## src/hw/uec_pkg.sv

```systemverilog
// Package of constants and types for the USB endpoint configuration block.
package uec_pkg;

  localparam int unsigned NUM_EP = 7;

  // Register map: one word per endpoint, stride of 0x20 bytes from the base.
  localparam logic [31:0] ADDR_EP_CFG_BASE   = 32'hf803c100;
  localparam logic [31:0] ADDR_EP_CFG_STRIDE = 32'h00000020;
  localparam logic [31:0] ADDR_EP_STAT       = 32'hf803c0f0;

  // Field layout of an endpoint configuration word.
  localparam int unsigned SIZE_LSB = 0;
  localparam int unsigned SIZE_W   = 3;
  localparam int unsigned DIR_BIT  = 3;
  localparam int unsigned KIND_LSB = 4;
  localparam int unsigned KIND_W   = 2;

  // Status word layout.
  localparam int unsigned STAT_REJ_LSB = 0;
  localparam int unsigned STAT_NAK_LSB = 8;

  localparam logic [2:0]  SIZE_RESET    = 3'h0;
  localparam logic        DIR_RESET     = 1'h0;
  localparam logic [2:0]  SIZE_CODE_MAX_NONISO = 3'h6;
  localparam logic [10:0] SIZE_BASE_BYTES      = 11'h008;

  typedef enum logic [1:0] {
    KIND_CONTROL   = 2'h0,
    KIND_ISO       = 2'h1,
    KIND_BULK      = 2'h2,
    KIND_INTERRUPT = 2'h3
  } uec_kind_e;

  // Decoded configuration of one endpoint.
  typedef struct packed {
    logic [2:0]  endpoint_size_code;
    logic        endpoint_direction;
    uec_kind_e   endpoint_kind;
  } uec_cfg_s;

  // Decoded attributes that the packet engine consumes.
  typedef struct packed {
    logic [10:0] max_packet_bytes;
    logic        dir_in;
    uec_kind_e   endpoint_kind;
  } uec_attr_s;

  // Token from the packet engine.
  typedef struct packed {
    logic       valid;
    logic [2:0] ep;
    logic       is_setup;
    logic       is_in;
    logic       is_out;
  } uec_token_s;

  // Control transfer phase tracking, one-hot.
  typedef enum logic [2:0] {
    CT_IDLE    = 3'b001,
    CT_DATA_IN = 3'b010,
    CT_STATUS  = 3'b100
  } uec_ctl_e;

endpackage

```

## src/hw/uec_ctl_track.sv

```systemverilog
// Control transfer tracker that forces NAK on the first status OUT token.
`timescale 1ns/1ps
module uec_ctl_track (
  input  wire logic                CLK_SYS,
  input  wire logic                RST,
  input  wire logic                bus_reset,
  input  wire uec_pkg::uec_token_s tok,
  input  wire logic                is_control,
  output logic                     force_nak
);

  uec_pkg::uec_ctl_e state_q;
  uec_pkg::uec_ctl_e state_d;
  logic              nak_q;
  logic              nak_d;

  // A SETUP restarts the sequence; an IN after it marks a data IN stage, and the
  // first OUT after that stage is the status token that gets NAK exactly once.
  always_comb begin
    state_d = state_q;
    nak_d   = 1'b0;
    if (bus_reset) begin
      state_d = uec_pkg::CT_IDLE;
    end else if (tok.valid && is_control) begin
      if (tok.is_setup) begin
        state_d = uec_pkg::CT_IDLE;
      end else begin
        case (state_q)
          uec_pkg::CT_IDLE: begin
            if (tok.is_in) begin
              state_d = uec_pkg::CT_DATA_IN;
            end
          end
          uec_pkg::CT_DATA_IN: begin
            if (tok.is_out) begin
              nak_d   = 1'b1; // [RULE_07]
              state_d = uec_pkg::CT_STATUS;
            end
          end
          uec_pkg::CT_STATUS: begin
            state_d = uec_pkg::CT_STATUS;
          end
          default: begin
            state_d = uec_pkg::CT_IDLE;
          end
        endcase
      end
    end
  end

  // State registers.
  always_ff @(posedge CLK_SYS or posedge RST) begin
    if (RST) begin
      state_q <= uec_pkg::CT_IDLE;
      nak_q   <= 1'b0;
    end else begin
      state_q <= state_d;
      nak_q   <= nak_d;
    end
  end

  assign force_nak = nak_q;

endmodule

```

## src/hw/uec_top.sv

```systemverilog
// Endpoint configuration registers of a high-speed USB device port with Wishbone access.
// Summary of operation
// [RULE_01] Size code 0..7 selects a maximum packet of 8, 16, 32, 64, 128, 256, 512 or 1024 bytes.
// [RULE_02] The 1024-byte code is accepted only for isochronous endpoints; others are held to 512 or less.
// [RULE_03] For bulk, interrupt and isochronous endpoints direction 0 means OUT and 1 means IN.
// [RULE_04] A control endpoint ignores its direction bit, which software should leave at zero.
// [RULE_05] Kind 0 is control, 1 isochronous and 2 bulk.
// [RULE_06] A USB bus reset clears size, direction and kind of every endpoint.
// [RULE_07] After a control data IN stage the first status OUT token is answered with NAK.
// [RULE_08] Software sets endpoint 0 to control; kind 3 selects an interrupt endpoint.
// [RULE_09] A configuration read returns the last written fields, or their cleared values after bus reset.
`timescale 1ns/1ps
module uec_top (
  input  wire logic                                  CLK_SYS,
  input  wire logic                                  RST,
  input  wire logic                                  WB_CYC_I,
  input  wire logic                                  WB_STB_I,
  input  wire logic                                  WB_WE_I,
  input  wire logic [31:0]                           WB_ADR_I,
  input  wire logic [3:0]                            WB_SEL_I,
  input  wire logic [31:0]                           WB_DAT_I,
  output logic      [31:0]                           WB_DAT_O,
  output logic                                       WB_ACK_O,
  output logic                                       WB_ERR_O,
  input  wire logic                                  USB_BUS_RESET,
  input  wire uec_pkg::uec_token_s                   TOKEN,
  output uec_pkg::uec_attr_s [uec_pkg::NUM_EP-1:0]   EP_ATTR,
  output logic                                       TOKEN_NAK
);

  uec_pkg::uec_cfg_s [uec_pkg::NUM_EP-1:0] cfg_q;
  uec_pkg::uec_cfg_s [uec_pkg::NUM_EP-1:0] cfg_d;
  logic [uec_pkg::NUM_EP-1:0]              rej_q;
  logic [uec_pkg::NUM_EP-1:0]              rej_d;
  logic [31:0]                             rdata_q;
  logic [31:0]                             rdata_d;
  logic                                    ack_q;
  logic                                    ack_d;
  logic                                    err_q;
  logic                                    err_d;
  logic                                    nak_seen_q;
  logic                                    nak_seen_d;
  logic                                    bus_rst_s1_q;
  logic                                    bus_rst_s2_q;
  logic                                    req;
  logic [31:0]                             offs;
  logic [2:0]                              ep_idx;
  logic                                    hit_cfg;
  logic                                    hit_stat;
  logic                                    ctl_is_control;
  logic                                    force_nak;

  // The bus reset comes from the line-state detector in another domain, so it
  // passes two flops before anything else looks at it.
  always_ff @(posedge CLK_SYS or posedge RST) begin
    if (RST) begin
      bus_rst_s1_q <= 1'b0;
      bus_rst_s2_q <= 1'b0;
    end else begin
      bus_rst_s1_q <= USB_BUS_RESET;
      bus_rst_s2_q <= bus_rst_s1_q;
    end
  end

  // Address decode; a new request is taken only while no answer is pending.
  assign req      = WB_CYC_I && WB_STB_I && !ack_q && !err_q;
  assign offs     = WB_ADR_I - uec_pkg::ADDR_EP_CFG_BASE;
  assign ep_idx   = offs[7:5];
  assign hit_cfg  = (WB_ADR_I >= uec_pkg::ADDR_EP_CFG_BASE) && (offs[31:8] == 24'h000000)
                    && (offs[4:0] == 5'h00) && (ep_idx < 3'(uec_pkg::NUM_EP));
  assign hit_stat = (WB_ADR_I == uec_pkg::ADDR_EP_STAT);

  // Register writes, bus-reset clearing and the one-cycle bus answer.
  // Only byte lane 0 holds configuration bits, so only SEL[0] gates the write.
  always_comb begin
    cfg_d      = cfg_q;
    rej_d      = rej_q;
    rdata_d    = rdata_q;
    ack_d      = 1'b0;
    err_d      = 1'b0;
    nak_seen_d = nak_seen_q | force_nak;
    if (req) begin
      ack_d = hit_cfg || hit_stat;
      err_d = !(hit_cfg || hit_stat);
      if (hit_cfg && WB_WE_I && WB_SEL_I[0]) begin
        cfg_d[ep_idx].endpoint_size_code = WB_DAT_I[uec_pkg::SIZE_LSB +: uec_pkg::SIZE_W];
        cfg_d[ep_idx].endpoint_direction = WB_DAT_I[uec_pkg::DIR_BIT];
        cfg_d[ep_idx].endpoint_kind      =
          uec_pkg::uec_kind_e'(WB_DAT_I[uec_pkg::KIND_LSB +: uec_pkg::KIND_W]); // [RULE_05]
        // A 1024-byte code on a non-isochronous kind is refused and clamped.
        if (WB_DAT_I[uec_pkg::SIZE_LSB +: uec_pkg::SIZE_W] > uec_pkg::SIZE_CODE_MAX_NONISO
            && uec_pkg::uec_kind_e'(WB_DAT_I[uec_pkg::KIND_LSB +: uec_pkg::KIND_W]) != uec_pkg::KIND_ISO) begin
          cfg_d[ep_idx].endpoint_size_code = uec_pkg::SIZE_CODE_MAX_NONISO; // [RULE_02]
          rej_d[ep_idx] = 1'b1;
        end
      end
      if (hit_stat && WB_WE_I && WB_SEL_I[0]) begin
        rej_d = rej_q & ~WB_DAT_I[uec_pkg::STAT_REJ_LSB +: uec_pkg::NUM_EP];
      end
      if (hit_stat && WB_WE_I && WB_SEL_I[1] && WB_DAT_I[uec_pkg::STAT_NAK_LSB]) begin
        nak_seen_d = force_nak; // A NAK arriving with the clear still wins.
      end
      rdata_d = 32'h00000000;
      if (hit_cfg && !WB_WE_I) begin
        rdata_d[uec_pkg::SIZE_LSB +: uec_pkg::SIZE_W] = cfg_q[ep_idx].endpoint_size_code; // [RULE_09]
        rdata_d[uec_pkg::DIR_BIT]                     = cfg_q[ep_idx].endpoint_direction;
        rdata_d[uec_pkg::KIND_LSB +: uec_pkg::KIND_W] = cfg_q[ep_idx].endpoint_kind;
      end
      if (hit_stat && !WB_WE_I) begin
        rdata_d[uec_pkg::STAT_REJ_LSB +: uec_pkg::NUM_EP] = rej_q;
        rdata_d[uec_pkg::STAT_NAK_LSB]                    = nak_seen_q;
      end
    end
    if (bus_rst_s2_q) begin
      for (int i = 0; i < uec_pkg::NUM_EP; i++) begin
        cfg_d[i].endpoint_size_code = uec_pkg::SIZE_RESET; // [RULE_06]
        cfg_d[i].endpoint_direction = uec_pkg::DIR_RESET;
        cfg_d[i].endpoint_kind      = uec_pkg::KIND_CONTROL;
      end
    end
  end

  // Register stage of the configuration and bus answer.
  always_ff @(posedge CLK_SYS or posedge RST) begin
    if (RST) begin
      cfg_q      <= '0;
      rej_q      <= '0;
      rdata_q    <= 32'h00000000;
      ack_q      <= 1'b0;
      err_q      <= 1'b0;
      nak_seen_q <= 1'b0;
    end else begin
      cfg_q      <= cfg_d;
      rej_q      <= rej_d;
      rdata_q    <= rdata_d;
      ack_q      <= ack_d;
      err_q      <= err_d;
      nak_seen_q <= nak_seen_d;
    end
  end

  assign WB_DAT_O  = rdata_q;
  assign WB_ACK_O  = ack_q;
  assign WB_ERR_O  = err_q;
  assign TOKEN_NAK = force_nak;

  // Per-endpoint decode of packet size and direction for the packet engine.
  genvar g;
  generate
    for (g = 0; g < uec_pkg::NUM_EP; g++) begin : g_attr
      assign EP_ATTR[g].max_packet_bytes = uec_pkg::SIZE_BASE_BYTES << cfg_q[g].endpoint_size_code; // [RULE_01]
      // Control endpoints ignore the direction bit entirely.
      assign EP_ATTR[g].dir_in = (cfg_q[g].endpoint_kind != uec_pkg::KIND_CONTROL)
                                 && cfg_q[g].endpoint_direction; // [RULE_03] [RULE_04]
      assign EP_ATTR[g].endpoint_kind = cfg_q[g].endpoint_kind;
    end
  endgenerate

  assign ctl_is_control = (TOKEN.ep < 3'(uec_pkg::NUM_EP))
                          && (cfg_q[TOKEN.ep].endpoint_kind == uec_pkg::KIND_CONTROL);

  // Status-stage NAK tracker for control endpoints.
  uec_ctl_track u_ctl (
    .CLK_SYS    (CLK_SYS),
    .RST        (RST),
    .bus_reset  (bus_rst_s2_q),
    .tok        (TOKEN),
    .is_control (ctl_is_control),
    .force_nak  (force_nak)
  );

endmodule
```

## config.mk

```make
export PLATFORM = sky130hd
export DESIGN_NAME = uec_top
export DESIGN_NICKNAME = d
export VERILOG_FILES = /design/src/hw/uec_pkg.sv /design/src/hw/uec_ctl_track.sv /design/src/hw/uec_top.sv
export SDC_FILE = /design/constraint.sdc
export NUM_CORES = 1
export LEC_CHECK = 0
export BUFFER_PORTS_ARGS = -buffer_cell sky130_fd_sc_hd__buf_2
export CORE_ASPECT_RATIO = 1.5
export CORE_MARGIN = 2
export CORE_UTILIZATION = 49
export DETAILED_ROUTE_END_ITERATION = 7
export GPL_ROUTABILITY_DRIVEN = 0
export PLACE_DENSITY_LB_ADDON = 0.1
export SLEW_MARGIN = 20
export SYNTH_ARGS = -nofsm -noshare
export SYNTH_HDL_FRONTEND = slang
export SYNTH_SLANG_ARGS = --single-unit
```

## constraint.sdc

```tcl
create_clock -name CLK_SYS -period 2.8 [get_ports CLK_SYS]
set_input_delay 0.14 -clock CLK_SYS [delete_from_list [all_inputs] [get_ports CLK_SYS]]
set_output_delay 0.14 -clock CLK_SYS [all_outputs]
set_load 0.02 [all_outputs]
```

==> run metrics <==
worst hold path class in -> reg; critical-path cell list buf_2, or4_4, o31ai_2, o311ai_2, or4_1, o211ai_1, o211ai_1; n_diodes 0; max-cap violations 0; die height 128 um; Worst VDD drop 0.000294 V; PostCTS Resize Cnt 0; worst-path maximum fanout 13; Routed Wire Length 14300 um; CP peak stage delay 0.78 ns; placeable core area 0.0101 sq mm; Pwr Density 430 mW/mm^2; post-synthesis compound-gate area fraction 14.6%; sum of negative setup slack 0 ns; Leakage 3.14 nW; placed cell count 818; Final nets 796; final setup violation count 0; CTS max path bufs 2; pre-CTS setup slack 0.214 ns; synth warn 0; Clock transition at path regs 0.06 ns; Slew Limit Fails 0; first-pass GRT wire length 22500 um; CTS Buf Count 9; post-DP HPWL 10800 um; Design Power 2.56 mW; worst hold margin 0.0130 ns; mapped cell area 0.00503 sq mm; cell family with most CP delay simple AND/OR/NAND/NOR gates; initial antenna violation count 0; total number of vias 4931; Worst Skew 0.00984 ns; # DRC 0; min Tclk post-route 2.25 ns; Crit Path Class in -> reg; clk sinks 66; worst relative slew slack 45.7%; routed vias/inst 5.89; placed cell area 0.00558 sq mm; worst endpoint data arrival time 2.45 ns; Worst path slowest cell or4_1; Post-Synth Simple-Gate Area 30.5%; Layout Utilization 59.0%; Design Area, Final 0.00594 sq mm; Worst Max-Slew Pin Slew 0.813 ns; clk root buf clkbuf_16; RSZ-0062 raised after global routing no; Critical Path RT 3.00 ns; synthesized area per cell 8.38 sq um; r2r setup slk 0.61 ns; Die Area 0.0111 sq mm; die width 86.7 um; GRT Total Usage 25.6%; drt first-iter violations 338; boundary pin count 214; share of layout cells above drive strength 1 26.9%; Final Hold Vio Count 0; Main synth FF type dfrtp_1; Setup Fix Bufs, Post-CTS 0; vias in the first global route 4391; ys async rst share 100%; CP dominant cell by count o211ai_1; largest net degree at the start of global routing 39; Adder-Cell Fraction of Synth Area 0%; max frequency 0.444 GHz; main combinational cell family by area after synthesis simple AND/OR/NAND/NOR gates; Worst Setup Start Kind input pin; worst r2r path cells 5; Port Buffers 142; clk_lat worst skew 0.34 ns; Post-synth EDFFs 0; CTS tree done; Distinct cells, synth 68; area delta synth->final 18.2%; number of cells in the finished layout apart from fillers 837; CTS H-tree depth 3; initial core utilization 49.9%; FF+latch count, synth 66; grt ovf 0; post-synthesis sequential area ratio 32.9%; Synth Area in XOR/XNOR 0.871%; Pre-antenna DRT Iters 5; fin crit share 80.4%; WP depth 7; hold path cells 2; post-synthesis mux area share 7.67%; Cells after Synth 600; Worst Setup Slack, final 0.548 ns; Avg WL per Cell 17.1 um; CP endpoint kind register; antenna-violating nets left 0; crit path buf inv count 1; status complete, no violations; standard-cell row count 45
==> cells in the final DEF, fill, tap and decap left out, drive strengths merged, types with 4 or more instances in the layout <==
cell / Yosys / routed
buf: 66 / 158
dfrtp: 65 / 65
nand2: 63 / 63
conb: 1 / 45
nor2: 39 / 39
mux2i: 34 / 34
nand4: 28 / 28
nand3: 27 / 27
a21oi: 24 / 24
nor3b: 24 / 24
nor3: 22 / 22
o211ai: 13 / 13
and3: 13 / 13
inv: 13 / 13
nor2b: 12 / 12
o21ai: 10 / 10
clkbuf: 35 / 10
and3b: 9 / 9
a22oi: 9 / 9
or3: 8 / 8
o22ai: 8 / 8
a2111oi: 6 / 6
nor4: 6 / 6
clkinv: 3 / 6
a32oi: 5 / 5
nand2b: 5 / 5
or4: 5 / 5
xnor2: 4 / 4
o21a: 4 / 4
a211oi: 4 / 4
==> synth_stat cells (12+ instances only) <==
cell | instances | area share (%)
and3_1 | 13 | 1.6
nor3_1 | 22 | 2.2
inv_1 | 13 | 0.97
o211ai_1 | 13 | 1.9
clkbuf_1 | 35 | 2.6
dfrtp_1 | 65 | 32
buf_4 | 61 | 9.1
nor2b_1 | 12 | 1.5
a21oi_1 | 24 | 2.4
nand2_1 | 63 | 4.7
nor3b_1 | 24 | 3.6
nand4_1 | 23 | 2.9
nand3_1 | 27 | 2.7
nor2_1 | 37 | 2.8
mux2i_1 | 34 | 6.8
==> metal layers <==
metal	vias to the layer above	routed length, um	GRT usage, %
met4	0	275	8.46
met2	224	7390	44.3
met1	2354	5800	32.8
li1	2328	-	-
met5	-	0	0
met3	25	877	3.41
==> worst register-to-register path, delay by kind of cell (launching register included) <==
kind / cells / cell delay, ns
flip-flops: 1 / 0.43
AO/OA/AOI/OAI: 1 / 0.18
multiplexers: 1 / 0.49
AND/OR/NAND/NOR: 3 / 1.04
==> final timing paths <==
check,start,to
max,WB_ADR_I[21],cfg_q[11]
min,WB_DAT_I[3],rej_q[3]
max reg2reg,EP_ATTR[43],u_ctl.state_q[1]
min reg2reg,bus_rst_s1_q,bus_rst_s2_q
max in group asynchronous,RST,cfg_q[4]
min in group asynchronous,RST,bus_rst_s2_q
==> power breakdown <==
group | leakage, nW | internal (mW) | total [mW] | switching, mW
Clock | 0.159 | 0.805 | 1.25 | 0.440
Combinational | 2.11 | 0.0953 | 0.328 | 0.232
Sequential | 0.865 | 0.971 | 0.984 | 0.0127
==> area by class of cell <==
cell class / count / area, sq um
clock inverter: 6 / 90.1
sequential: 66 / 1650
timing repair buffer: 161 / 886
fill: 946 / 4140
clock buffer: 10 / 239
multi-input combinational: 461 / 2870
inverter: 16 / 60.1
tap: 117 / 146
==> cells by family (layout without fill, tap and decap cells) <==
logic type             count (synthesis)  after routing
AO/OA/AOI/OAI                        104            104
XOR/XNOR                               5              5
buffers and inverters                117            193
flip-flops                            66             66
multiplexers                          37             37
other                                  1             45
AND/OR/NAND/NOR                      270            270
==> flip-flops by register name (all words and copies together) (netlist names) <==
name,cells
nak_seen_q,1
u_ctl.state_q,3
WB_DAT_O,8
bus_rst_s2_q,1
bus_rst_s1_q,1
WB_ERR_O,1
WB_ACK_O,1
EP_ATTR,14
u_ctl.force_nak,1
cfg_q,28
rej_q,7
==> timing repair <==
item                       in CTS  in global routing
hold endpoints to repair       37                  0
setup endpoints to repair       0                  0
hold buffers                    3                  0
(Power assumes the default switching activity.)
